### config.mk
export PLATFORM = sky130hd
export DESIGN_NAME = lccp_host
export DESIGN_NICKNAME = d
export VERILOG_FILES = /design/src/common/lccp_pkg.sv /design/src/common/lccp_sh_if.sv /design/src/verilog/lccp_shift.sv /design/src/verilog/lccp_host.sv
export SDC_FILE = /design/constraint.sdc
export NUM_CORES = 1
export LEC_CHECK = 0
export BUFFER_PORTS_ARGS = -buffer_cell sky130_fd_sc_hd__buf_2
export CORE_ASPECT_RATIO = 1.75
export CORE_MARGIN = 3
export CORE_UTILIZATION = 54
export DETAILED_ROUTE_END_ITERATION = 8
export PLACE_DENSITY = 0.79
export SLEW_MARGIN = 20
export SYNTH_ARGS = -nofsm -noshare
export SYNTH_HDL_FRONTEND = slang
export SYNTH_SLANG_ARGS = --single-unit
### constraint.sdc
create_clock -name I_CLK -period 2.6 [get_ports I_CLK]
set_input_delay 0.13 -clock I_CLK [delete_from_list [all_inputs] [get_ports I_CLK]]
set_output_delay 0.13 -clock I_CLK [all_outputs]
set_load 0.01 [all_outputs]
### src/common/lccp_pkg.sv
// Constants shared by the caption decoder serial port controller and its shift engine.
// Assumes a 100 MHz system clock; all times are turned into cycle counts here.
package lccp_pkg;

  localparam int CLK_NS        = 10;
  localparam int RST_HOLD_NS   = 100;
  localparam int EN_GAP_NS     = 100;
  localparam int BLIND_GAP_MS  = 66;
  localparam int HALF_CYC_DEF  = 16;

  // Least times round up to whole cycles and never fall below one.
  function automatic int cyc_min(input int ns);
    int c;
    c = (ns + CLK_NS - 1) / CLK_NS;
    return (c < 1) ? 1 : c;
  endfunction

  localparam int RST_HOLD_CYC  = cyc_min(RST_HOLD_NS);
  localparam int EN_GAP_CYC    = cyc_min(EN_GAP_NS);
  localparam int BLIND_GAP_CYC = (BLIND_GAP_MS * 1000000) / CLK_NS;

  // Command bytes understood by the device.
  localparam logic [7:0] CMD_NOP    = 8'h00;
  localparam logic [7:0] CMD_FETCH1 = 8'hF8;
  localparam logic [7:0] CMD_FETCH2 = 8'hF9;
  localparam logic [7:0] CMD_SYNCFF = 8'hFF;
  localparam logic [7:0] CMD_SYNCFE = 8'hFE;
  localparam logic [7:0] CMD_RST0   = 8'hFB;
  localparam logic [7:0] CMD_RST1   = 8'hFC;
  localparam logic [3:0] CAPTION_TEXT_SELECT_HIGH  = 4'h1;

  // Operations that software starts through the command register.
  localparam logic [2:0] OP_BYTE  = 3'h0;
  localparam logic [2:0] OP_SYNC  = 3'h1;
  localparam logic [2:0] OP_HWRST = 3'h2;
  localparam logic [2:0] OP_SWRST = 3'h3;
  localparam logic [2:0] OP_READ  = 3'h4;
  localparam logic [2:0] OP_CAPTION_TEXT_SELECT  = 3'h5;

  // Register byte offsets, field positions and the config register reset value.
  localparam logic [3:0] ADDR_CMD  = 4'h0;
  localparam logic [3:0] ADDR_STAT = 4'h4;
  localparam logic [3:0] ADDR_DATA = 4'h8;
  localparam logic [3:0] ADDR_CFG  = 4'hC;
  localparam int CMD_OP_LSB    = 8;
  localparam int STAT_BUSY     = 8;
  localparam int STAT_RDYPIN   = 9;
  localparam int STAT_NODATA   = 10;
  localparam int STAT_TWO      = 11;
  localparam int CFG_EN        = 0;
  localparam int CFG_BLIND     = 1;
  localparam logic [1:0] CFG_RESET = 2'h1;

  // Bit positions inside the serial status byte.
  localparam int SS_RDY = 7;
  localparam int SS_DAV = 6;
  localparam int SS_RD2 = 5;

  // Last byte index of each operation, and the fetch and first data byte indices of a read.
  localparam logic [1:0] LAST_ONE   = 2'h0;
  localparam logic [1:0] LAST_THREE = 2'h2;
  localparam logic [1:0] LAST_RD1   = 2'h2;
  localparam logic [1:0] LAST_RD2   = 2'h3;
  localparam logic [1:0] IDX_FETCH  = 2'h1;
  localparam logic [1:0] IDX_DATA0  = 2'h2;

endpackage

### src/common/lccp_sh_if.sv
// Byte transfer request and answer between the controller and its shift engine.
// Assumes both ends run on the same system clock.
interface lccp_sh_if;
  logic       start;
  logic [7:0] tx;
  logic       dout;
  logic       done;
  logic [7:0] rx;
  logic       sck;
  logic       sdi;

  modport ctl (output start, output tx, output dout, input done, input rx, input sck, input sdi);
  modport eng (input start, input tx, input dout, output done, output rx, output sck, output sdi);
endinterface

### src/verilog/lccp_shift.sv
// Shift engine: makes the serial clock by a divider and moves one byte each way.
// Assumes the data-out level it receives is already synchronised.
module lccp_shift
  import lccp_pkg::*;
#(
  parameter int HALF_CYC = HALF_CYC_DEF
) (
  input wire logic i_clk,
  input wire logic i_rstn,
  input wire logic i_ce,
  lccp_sh_if.eng   sh
);

  typedef enum logic [2:0] {
    SH_IDLE = 3'b001,
    SH_LOW  = 3'b010,
    SH_HIGH = 3'b100
  } lccp_sh_e;

  localparam logic [15:0] HALF_LD = 16'(HALF_CYC - 1);

  lccp_sh_e    state;
  lccp_sh_e    next_state;
  logic [15:0] tmr;
  logic [15:0] next_tmr;
  logic [2:0]  cnt;
  logic [2:0]  next_cnt;
  logic [7:0]  sreg;
  logic [7:0]  next_sreg;
  logic [7:0]  rreg;
  logic [7:0]  next_rreg;
  logic        sck;
  logic        next_sck;
  logic        sdi;
  logic        next_sdi;
  logic        done;
  logic        next_done;

  always_comb begin
    next_state = state;
    next_tmr   = tmr;
    next_cnt   = cnt;
    next_sreg  = sreg;
    next_rreg  = rreg;
    next_sck   = sck;
    next_sdi   = sdi;
    next_done  = 1'b0;
    case (state)
      SH_IDLE: begin
        if (sh.start) begin
          next_sreg  = sh.tx;
          next_sdi   = sh.tx[7];
          next_cnt   = 3'h0;
          next_tmr   = HALF_LD;
          next_state = SH_LOW;
        end
      end
      SH_LOW: begin
        if (tmr == 16'h0000) begin
          // The device changes its output on rising edges, so take it just before one.
          next_rreg  = {rreg[6:0], sh.dout};
          next_sck   = 1'b1;
          next_tmr   = HALF_LD;
          next_state = SH_HIGH;
        end else begin
          next_tmr = tmr - 16'h0001;
        end
      end
      SH_HIGH: begin
        if (tmr == 16'h0000) begin
          next_sck = 1'b0;
          if (cnt == 3'h7) begin
            next_done  = 1'b1;
            next_state = SH_IDLE;
          end else begin
            next_cnt   = cnt + 3'h1;
            next_sreg  = {sreg[6:0], 1'b0};
            next_sdi   = sreg[6];
            next_tmr   = HALF_LD;
            next_state = SH_LOW;
          end
        end else begin
          next_tmr = tmr - 16'h0001;
        end
      end
      default: next_state = SH_IDLE;
    endcase
  end

  always_ff @(posedge i_clk or negedge i_rstn) begin
    if (!i_rstn) begin
      state <= SH_IDLE;
      tmr   <= 16'h0000;
      cnt   <= 3'h0;
      sreg  <= 8'h00;
      rreg  <= 8'h00;
      sck   <= 1'b0;
      sdi   <= 1'b0;
      done  <= 1'b0;
    end else if (i_ce) begin
      state <= next_state;
      tmr   <= next_tmr;
      cnt   <= next_cnt;
      sreg  <= next_sreg;
      rreg  <= next_rreg;
      sck   <= next_sck;
      sdi   <= next_sdi;
      done  <= next_done;
    end
  end

  assign sh.done = done;
  assign sh.rx   = rreg;
  assign sh.sck  = sck;
  assign sh.sdi  = sdi;

endmodule

### src/verilog/lccp_host.sv
// Host controller for the serial command port of a line-21 caption decoder.
// Assumes software on an Avalon-MM bus and the decoder wired to the pin ports.
//
// Local design decisions: the Avalon-MM register port and the placing of the registers.
module lccp_host
  import lccp_pkg::*;
#(
  parameter int HALF_CYC  = HALF_CYC_DEF,
  parameter int BLIND_CYC = BLIND_GAP_CYC
) (
  input  wire logic        I_CLK,
  input  wire logic        I_RSTN,
  input  wire logic        I_CE,
  input  wire logic [3:0]  I_AVS_ADDRESS,
  input  wire logic        I_AVS_READ,
  input  wire logic        I_AVS_WRITE,
  input  wire logic [31:0] I_AVS_WRITEDATA,
  output logic      [31:0] O_AVS_READDATA,
  output logic             O_AVS_WAITREQUEST,
  output logic             O_SCK,
  output logic             O_SDI,
  input  wire logic        I_SDO,
  output logic             O_PORT_EN,
  output logic             O_MODE_SEL
);

  typedef enum logic [6:0] {
    ST_IDLE  = 7'b0000001,
    ST_RST   = 7'b0000010,
    ST_GAP   = 7'b0000100,
    ST_RDY   = 7'b0001000,
    ST_SEND  = 7'b0010000,
    ST_WAIT  = 7'b0100000,
    ST_SPACE = 7'b1000000
  } lccp_st_e;

  localparam logic [31:0] RST_LD   = 32'(RST_HOLD_CYC - 1);
  localparam logic [31:0] GAP_LD   = 32'(EN_GAP_CYC - 1);
  localparam logic [31:0] BLIND_LD = 32'(BLIND_CYC - 1);
  // Cycles that the data-out level needs to cross both synchroniser stages after enable.
  localparam logic [31:0] PIN_SETTLE_LD = 32'h00000002;

  // Byte number idx of the operation; the read sequence depends on the status seen.
  function automatic logic [7:0] seq_byte(input logic [2:0] op, input logic [1:0] idx,
                                          input logic [7:0] arg, input logic two);
    case (op)
      OP_SYNC, OP_HWRST: seq_byte = (idx == LAST_THREE) ? CMD_SYNCFE : CMD_SYNCFF;
      OP_SWRST: seq_byte = (idx == 2'h0) ? CMD_RST0 : ((idx == 2'h1) ? CMD_RST1 : CMD_NOP);
      OP_READ:  seq_byte = (idx == IDX_FETCH) ? (two ? CMD_FETCH2 : CMD_FETCH1) : CMD_NOP;
      OP_CAPTION_TEXT_SELECT:  seq_byte = {CAPTION_TEXT_SELECT_HIGH, arg[3:0]};
      default:  seq_byte = arg;
    endcase
  endfunction

  function automatic logic [1:0] seq_last(input logic [2:0] op, input logic two);
    case (op)
      OP_SYNC, OP_HWRST, OP_SWRST: seq_last = LAST_THREE;
      OP_READ: seq_last = two ? LAST_RD2 : LAST_RD1;
      default: seq_last = LAST_ONE;
    endcase
  endfunction

  // No-op and fetch bytes, and all bytes of the sync, reset and read operations, go out whatever the ready level is.
  function automatic logic needs_ready(input logic [2:0] op, input logic [7:0] b);
    needs_ready = ((op == OP_BYTE) && (b != CMD_NOP) && (b != CMD_FETCH1) &&
                   (b != CMD_FETCH2)) || (op == OP_CAPTION_TEXT_SELECT);
  endfunction

  lccp_sh_if sh ();

  lccp_shift #(
    .HALF_CYC (HALF_CYC)
  ) u_shift (
    .i_clk  (I_CLK),
    .i_rstn (I_RSTN),
    .i_ce   (I_CE),
    .sh     (sh.eng)
  );

  logic        sdo_m;
  logic        sdo_s;
  lccp_st_e    state;
  lccp_st_e    next_state;
  logic [31:0] tmr;
  logic [31:0] next_tmr;
  logic [2:0]  op;
  logic [2:0]  next_op;
  logic [7:0]  arg;
  logic [7:0]  next_arg;
  logic [1:0]  idx;
  logic [1:0]  next_idx;
  logic        two;
  logic        next_two;
  logic        nodata;
  logic        next_nodata;
  logic [7:0]  status;
  logic [7:0]  next_status;
  logic [15:0] rdata;
  logic [15:0] next_rdata;
  logic        port_en;
  logic        next_port_en;
  logic        mode_sel;
  logic        next_mode_sel;
  logic        start;
  logic        next_start;
  logic [7:0]  tx;
  logic [7:0]  next_tx;
  logic [1:0]  cfg;
  logic [1:0]  next_cfg;
  logic        waitreq;
  logic        next_waitreq;
  logic [31:0] rd;
  logic [31:0] next_rd;
  logic        cmd_go;
  logic        next_cmd_go;
  logic [7:0]  cur_byte;
  logic        stall;
  logic        finish;

  // The data-out pin crosses in from the device through two flip-flops.
  always_ff @(posedge I_CLK or negedge I_RSTN) begin
    if (!I_RSTN) begin
      sdo_m <= 1'b0;
      sdo_s <= 1'b0;
    end else if (I_CE) begin
      sdo_m <= I_SDO;
      sdo_s <= sdo_m;
    end
  end

  assign cur_byte = seq_byte(op, idx, arg, two);
  assign finish   = (idx == seq_last(op, two));
  assign stall    = (I_AVS_ADDRESS == ADDR_CMD) && ((state != ST_IDLE) || cmd_go);

  // Avalon slave: waitrequest drops one cycle after a request, or once idle for a command write while busy, and the access ends there.
  always_comb begin
    next_waitreq = 1'b1;
    next_rd      = rd;
    next_cfg     = cfg;
    next_cmd_go  = 1'b0;
    if ((I_AVS_READ || I_AVS_WRITE) && waitreq) begin
      if (!(I_AVS_WRITE && stall)) begin
        next_waitreq = 1'b0;
      end
      case (I_AVS_ADDRESS)
        ADDR_CMD:  next_rd = {21'h000000, op, arg};
        ADDR_STAT: next_rd = {20'h00000, two, nodata, sdo_s, (state != ST_IDLE), status};
        ADDR_DATA: next_rd = {16'h0000, rdata};
        ADDR_CFG:  next_rd = {30'h00000000, cfg};
        default:   next_rd = 32'h00000000;
      endcase
    end
    if (I_AVS_WRITE && !waitreq) begin
      if (I_AVS_ADDRESS == ADDR_CMD) begin
        next_cmd_go = 1'b1;
      end
      if (I_AVS_ADDRESS == ADDR_CFG) begin
        next_cfg = I_AVS_WRITEDATA[1:0];
      end
    end
  end

  always_comb begin
    next_state    = state;
    next_tmr      = tmr;
    next_op       = op;
    next_arg      = arg;
    next_idx      = idx;
    next_two      = two;
    next_nodata   = nodata;
    next_status   = status;
    next_rdata    = rdata;
    next_port_en  = port_en;
    next_mode_sel = mode_sel;
    next_start    = 1'b0;
    next_tx       = tx;
    case (state)
      ST_IDLE: begin
        // A drop and rise of the enable pin also realigns the device's bit count.
        next_port_en = cfg[CFG_EN];
        if (cmd_go) begin
          next_op  = I_AVS_WRITEDATA[CMD_OP_LSB +: 3];
          next_arg = I_AVS_WRITEDATA[7:0];
          next_idx = 2'h0;
          next_two = 1'b0;
          if (I_AVS_WRITEDATA[CMD_OP_LSB +: 3] == OP_HWRST) begin
            next_port_en  = 1'b0;
            next_mode_sel = 1'b0;
            next_tmr      = RST_LD;
            next_state    = ST_RST;
          end else begin
            if (I_AVS_WRITEDATA[CMD_OP_LSB +: 3] == OP_READ) begin
              next_nodata = 1'b0;
            end
            // An operation always runs with the port enabled; a freshly enabled pin
            // must settle through the synchroniser before ready is trusted.
            next_port_en = 1'b1;
            next_tmr     = PIN_SETTLE_LD;
            next_state   = port_en ? ST_RDY : ST_GAP;
          end
        end
      end
      ST_RST: begin
        if (tmr == 32'h00000000) begin
          next_mode_sel = 1'b1;
          next_tmr      = GAP_LD;
          next_state    = ST_GAP;
        end else begin
          next_tmr = tmr - 32'h00000001;
        end
      end
      ST_GAP: begin
        if (tmr == 32'h00000000) begin
          next_port_en = 1'b1;
          next_idx     = 2'h0;
          next_state   = ST_RDY;
        end else begin
          next_tmr = tmr - 32'h00000001;
        end
      end
      ST_RDY: begin
        // Ready is read straight off the idle data-out pin, with no clocking.
        if (!needs_ready(op, cur_byte) || cfg[CFG_BLIND] || sdo_s) begin
          next_start = 1'b1;
          next_tx    = cur_byte;
          next_state = ST_SEND;
        end
      end
      ST_SEND: begin
        next_state = ST_WAIT;
      end
      ST_WAIT: begin
        if (sh.done) begin
          next_state = ST_RDY;
          next_idx   = idx + 2'h1;
          if ((op == OP_READ) && (idx >= IDX_DATA0)) begin
            // Data bytes come back under no-ops; all of them are taken so DATA_AVAILABLE_FLAG clears.
            next_rdata = (idx == IDX_DATA0) ? {sh.rx, 8'h00} : {rdata[15:8], sh.rx};
          end else if ((op != OP_READ) || (idx == 2'h0)) begin
            next_status = sh.rx;
          end
          if ((op == OP_READ) && (idx == 2'h0)) begin
            next_two = sh.rx[SS_RD2];
            if (!sh.rx[SS_DAV]) begin
              next_nodata = 1'b1;
              next_state  = cfg[CFG_BLIND] ? ST_SPACE : ST_IDLE;
              next_tmr    = BLIND_LD;
            end
          end else if (finish) begin
            next_state = cfg[CFG_BLIND] ? ST_SPACE : ST_IDLE;
            next_tmr   = BLIND_LD;
          end
        end
      end
      ST_SPACE: begin
        if (tmr == 32'h00000000) begin
          next_state = ST_IDLE;
        end else begin
          next_tmr = tmr - 32'h00000001;
        end
      end
      default: next_state = ST_IDLE;
    endcase
  end

  // Leaving reset the controller holds the pins low, then syncs the port by itself.
  always_ff @(posedge I_CLK or negedge I_RSTN) begin
    if (!I_RSTN) begin
      state    <= ST_RST;
      tmr      <= RST_LD;
      op       <= OP_HWRST;
      arg      <= 8'h00;
      idx      <= 2'h0;
      two      <= 1'b0;
      nodata   <= 1'b0;
      status   <= 8'h00;
      rdata    <= 16'h0000;
      port_en  <= 1'b0;
      mode_sel <= 1'b0;
      start    <= 1'b0;
      tx       <= 8'h00;
      cfg      <= CFG_RESET;
      waitreq  <= 1'b1;
      rd       <= 32'h00000000;
      cmd_go   <= 1'b0;
    end else if (I_CE) begin
      state    <= next_state;
      tmr      <= next_tmr;
      op       <= next_op;
      arg      <= next_arg;
      idx      <= next_idx;
      two      <= next_two;
      nodata   <= next_nodata;
      status   <= next_status;
      rdata    <= next_rdata;
      port_en  <= next_port_en;
      mode_sel <= next_mode_sel;
      start    <= next_start;
      tx       <= next_tx;
      cfg      <= next_cfg;
      waitreq  <= next_waitreq;
      rd       <= next_rd;
      cmd_go   <= next_cmd_go;
    end
  end

  assign sh.start = start;
  assign sh.tx    = tx;
  assign sh.dout  = sdo_s;

  assign O_AVS_READDATA    = rd;
  assign O_AVS_WAITREQUEST = waitreq;
  assign O_SCK             = sh.sck;
  assign O_SDI             = sh.sdi;
  assign O_PORT_EN         = port_en;
  assign O_MODE_SEL        = mode_sel;

endmodule

# [Word level (Yosys, flattened, before mapping)]
# Cells that the tools add are included.
[totals] reg_bits=167 inputBits=42 out_inout_bits=37 wordCells=222
[classes] n_addsub=4 order_cmp=1 eq_ne=47 mux=88 bitwise_logic=1 n_reduce_logical=53
[op_table] operator="two-way mux 32 bit" count=7
[op_table] operator="case mux 32 bit (4 select lines)" count=1
[op_table] operator="two-way mux 7 bit" count=13
[op_table] operator="two-way mux 16 bit" count=4
[op_table] operator="case mux 16 bit (4 select lines)" count=1
[op_table] operator="case mux 7 bit (7 select lines)" count=1
[op_table] operator="case mux 16 bit (3 select lines)" count=1
[op_table] operator="zero test 32 bit" count=1
[op_table] operator="two-way mux 8 bit" count=4
[op_table] operator="case mux 8 bit (4 select lines)" count=1
[op_table] operator="subtractor 32 x 1 -> 32 bit, second input constant" count=1
[op_table] operator="two-way mux 1 bit" count=31
[op_table] operator="AND reduction 5 bit" count=6
[op_table] operator="!= test 2 bit, second input constant" count=13
[op_table] operator="two-way mux 3 bit" count=6
[op_table] operator="zero test 16 bit" count=1
[op_table] operator="!= test 8 bit, second input constant" count=2
[op_table] operator="AND reduction 4 bit" count=4
[op_table] operator="subtractor 16 x 1 -> 16 bit, second input constant" count=1
[op_table] operator="equality test 3 bit, second input constant" count=5
[op_table] operator="AND reduction 3 bit" count=5
[op_table] operator="case mux 7 bit (2 select lines)" count=1
[op_table] operator="AND reduction 7 bit" count=2
[op_table] operator="equality test 3 x 2 -> 1 bit, second input constant" count=4
[op_table] operator="other kinds (41)" count=78

# [Depth between registers and ports, before layout]
[logic_depth] ltp_word=14 depth_mapped=11 ltp_nobuf=9

# [Hierarchy]
# A second synthesis with hierarchy kept.
[unflattened] hier_cells=833 hier_area_um2=8296.7
[modules_own_cells] mod="lccp_host" n_inst=1 cells_per_inst=635 area_per_inst_um2=6169.7 seq_area_each_um2=2785.2
[modules_own_cells] mod="lccp_shift" n_inst=1 cells_per_inst=198 area_per_inst_um2=2127.0 seq_area_each_um2=1002.2

# [Worst setup path after synthesis]
# No wires, ideal clock.
[synth_timing] path_type="flip-flop to flip-flop" startpoint="register tmr[27] (netlist name)" endpoint="register tx[1], in the netlist sh.tx[1]" setup_ns=0.125 arrival_time_ns=2.752 required_time_ns=2.475 setup_slack_ns=-0.277 path_stages_with_launch=8 n_path_buf=1 period_less_slack_ns=2.877 cell_sequence="dfrtp_1 -> or4_4 -> or4_4 -> or4_4 -> a21oi_4 -> and3_1 -> buf_6 -> mux2_4"
[synth_rtl] item="end signal, assigned" line_no="lccp_host.sv:299" rtl="tx <= next_tx;"
[synth_rtl] item="end, declared" line_no="lccp_host.sv:106" rtl="logic [7:0] tx;"

==> flow_metrics.py <==
metrics = {
    "drt": {
        "routed_wl_um": 22100,
        "drc": 0,
        "vias": 7206,
        "wl_per_cell_um": 19.2,
        "postRouteAntennaNets": 0,
        "viasPerCell": 6.28,
        "drtPass1Iterations": 5,
        "drtIter0Drc": 378,
    },
    "placement": {
        "dpl-instance-area_um2": 8950,
        "dp_slack_ns": -0.176,
        "dp_hpwl_um": 14800,
        "dp_cells": 1091,
        "numPortBuffers": 41,
        "gp_congestion": 0.993,
    },
    "worst_setup_path": {
        "worstSetupEndpointType": "flop",
        "start_kind": "flop",
        "r2r_end": "sh.tx[4]",
        "crit_type": "reg2reg",
        "r2r_cells": 6,
        "ff2ff_setup_slack_ns": -0.19,
        "critical_path_arrival_ns": 3.10,
        "cp_max_fo": 5,
        "timing.rr.start": "tmr[27]",
        "critPathRequiredTime_ns": 2.91,
    },
    "floorplanning": {
        "fp.dieW_um": 98,
        "die_area_um2": 16400,
        "die_h_um": 167,
        "rows": 58,
        "coreArea_um2": 14400,
        "initial_core_util_pct": 55.4,
        "ios": 79,
    },
    "power_and_ir_drop": {
        "p_per_area_nw_per_um2": 925,
        "leakage_uw": 0.00459,
        "vdd_drop_max_v": 0.000722,
    },
    "grt": {
        "grt_pass1_vias": 7401,
        "grt_pass1_wl_um": 35500,
        "antenna_found_initial": 0,
        "grtUsageTotal_pct": 26.7,
        "overflow": 0,
        "grt_max_degree": 65,
    },
    "logic_synthesis": {
        "netlist_instances": 823,
        "synth-edff-count": 0,
        "synth_seq_cells": 151,
        "syn-mean-instance-area_um2": 9.72,
        "synth_flop_cell": "dfrtp_1",
        "synth-seq-area-share_pct": 47.3,
        "ys_types": 71,
        "synthesis.area_um2": 8000,
        "async_reset_ff_share_pct": 100,
        "yosysWarnings": 0,
    },
    "finish": {
        "multi_input_area_um2": 4080,
        "seq_area_um2": 3790,
        "fin_nets": 1006,
        "fill_cells": 1077,
        "syn2layout_area_growth_pct": 24.6,
        "layout.cells.non_filler": 1148,
        "antenna_cells": 0,
        "drive_above_1_share_pct": 28.8,
        "fin_area_um2": 9970,
    },
    "sta": {
        "worst_slack_ns": -0.191,
        "hold_viol": 0,
        "period_minus_slack_ns": 2.79,
        "setup_viol": 45,
        "worstMarginPinSlew_ns": 0.967,
        "fmax_mhz": 358,
        "rsz0062_at_grt": "true",
        "timing.slew.headroom_pct": 34.9,
        "fin_worst_skew_ns": 0.0161,
        "maxSlewViolCount": 0,
        "fin_crit_sh_pct": 107,
    },
    "min_path": {
        "whs_path_depth": 2,
        "min_from": "I_AVS_WRITEDATA[8]",
        "worstHoldPathType": "in2reg",
        "hold_end": "op[0]",
    },
    "clock_tree": {
        "cts_num_sinks": 151,
        "htree_levels": 4,
        "clk_latency_ns": 0.44,
        "cts_buffers": 17,
        "clk_pin_slew_ns": 0.06,
        "cts_tree": "done",
        "cts-root-buf": "clkbuf_16",
        "clk_path_buf_depth": 2,
    },
    "status": {
        "violations": "negative setup slack",
        "run_status": "complete, but fails checks",
    },
    "run": {
        "drv_cap": 0,
    },
}
[final cells by class]
| cell class | count | area share, % |
|---|---|---|
| multi-input cells | 611 | 40.9 |
| flip-flops and latches | 151 | 38.0 |
| repair buffers | 157 | 12.2 |
| clock buffers | 17 | 4.27 |
| well taps | 180 | 2.26 |
| clock inverters | 15 | 1.77 |
| inverters | 17 | 0.640 |
[how the worst max path moves through the flow]
stage / start / end / slack (ns) / cells past startpoint
floorplan: tmr[27] / sh.tx[1] / -0.24 / 7
global placement: tmr[27] / sh.tx[1] / -0.15 / 6
detailed placement: tmr[27] / sh.tx[7] / -0.18 / 6
CTS: tmr[27] / sh.tx[7] / -0.17 / 6
global route: tmr[27] / sh.tx[4] / -0.25 / 6
finish: tmr[27] / sh.tx[4] / -0.19 / 6
[placed cells by master (no fill, tap or decap), drive strengths merged, types with 15 or more instances in the layout]
master	instances
inv	23
nor3	22
nor2	54
a22o	21
mux2	50
o21ai	110
a21oi	48
nand2	71
clkbuf	19
buf	142
dfrtp	144
nand2b	15
conb	16
[cells by family (layout without fill, tap and decap cells)]
logic type | after synthesis | count (layout) | share of synthesized area (%)
muxes | 61 | 61 | 8.70
other | 1 | 16 | 0.0469
xor gates and xnor gates | 7 | 7 | 0.766
and+or+nand+nor | 264 | 265 | 17.6
DFF | 151 | 151 | 47.3
buffers and inverters | 77 | 206 | 4.55
adders and majority gates | 9 | 9 | 1.41
AOI/OAI and AO/OA | 253 | 253 | 19.6
[worst max-delay path, stage by stage (launching register included)]
cell	delay [ns]
dfrtp_1	0.38
or4_4	0.53
or4_4	0.44
or4_4	0.55
a21oi_4	0.18
and3_4	0.28
mux2_4	0.32
[synth_stat cells, types with 14 or more instances]
cell,number,area [µm²]
a21oi_1,47,235
a22o_1,21,184
buf_4,16,120
clkbuf_1,34,128
dfrtp_1,144,3600
inv_1,17,63.8
mux2_2,44,495
nand2_1,71,267
nand2b_1,15,93.8
nand3_1,14,70.1
nor2_1,54,203
nor3_1,22,110
o21ai_0,107,536
[through the flow]
step	util [%]	total power [µW]	hold slack, ns	setup TNS [ns]
3_3_place_gp	62.0	6160	0.156	-2.20
4_1_cts	67.5	8860	0.00298	-3.91
2_1_floorplan	-	4900	-0.166	-1.61
6_report	69.0	9220	0.0212	-3.80
5_1_grt	69.0	9670	0.0255	-8.30
3_5_place_dp	62.0	6260	0.158	-3.52
[power by group]
group / total, µW / internal, µW / switching [µW]
combinational: 3710 / 1710 / 2000
sequential: 3070 / 2690 / 373
clock: 2440 / 1290 / 1150
[sequential cells by signal (all words and copies together) (netlist names), 2 cells and up]
name and count:
tmr 32, O_AVS_READDATA 16, rdata 16, u_shift.tmr 16
arg 8, sh.tx 8, status 8, u_shift.sh.rx 8
state 7, u_shift.sreg 7, op 3, u_shift.cnt 3
u_shift.state 3, cfg 2, idx 2
[metal layers]
layer  wire [µm]  track usage (%)  vias to the layer above
met3         987             3.98                       91
met2       12200             50.1                      250
met1        7660             27.6                     3577
met5           0                0                        -
li1            -                -                     3288
met4        1180             14.9                        0
[repair_timing]
item	CTS	global route
setup endpoints to repair	37	65
resized for setup	11	43
hold endpoints to repair	74	0
hold buffers	13	0
pin swaps	4	11
gates cloned	1	5
buffers inserted	3	3
(Power assumes the default switching activity.)
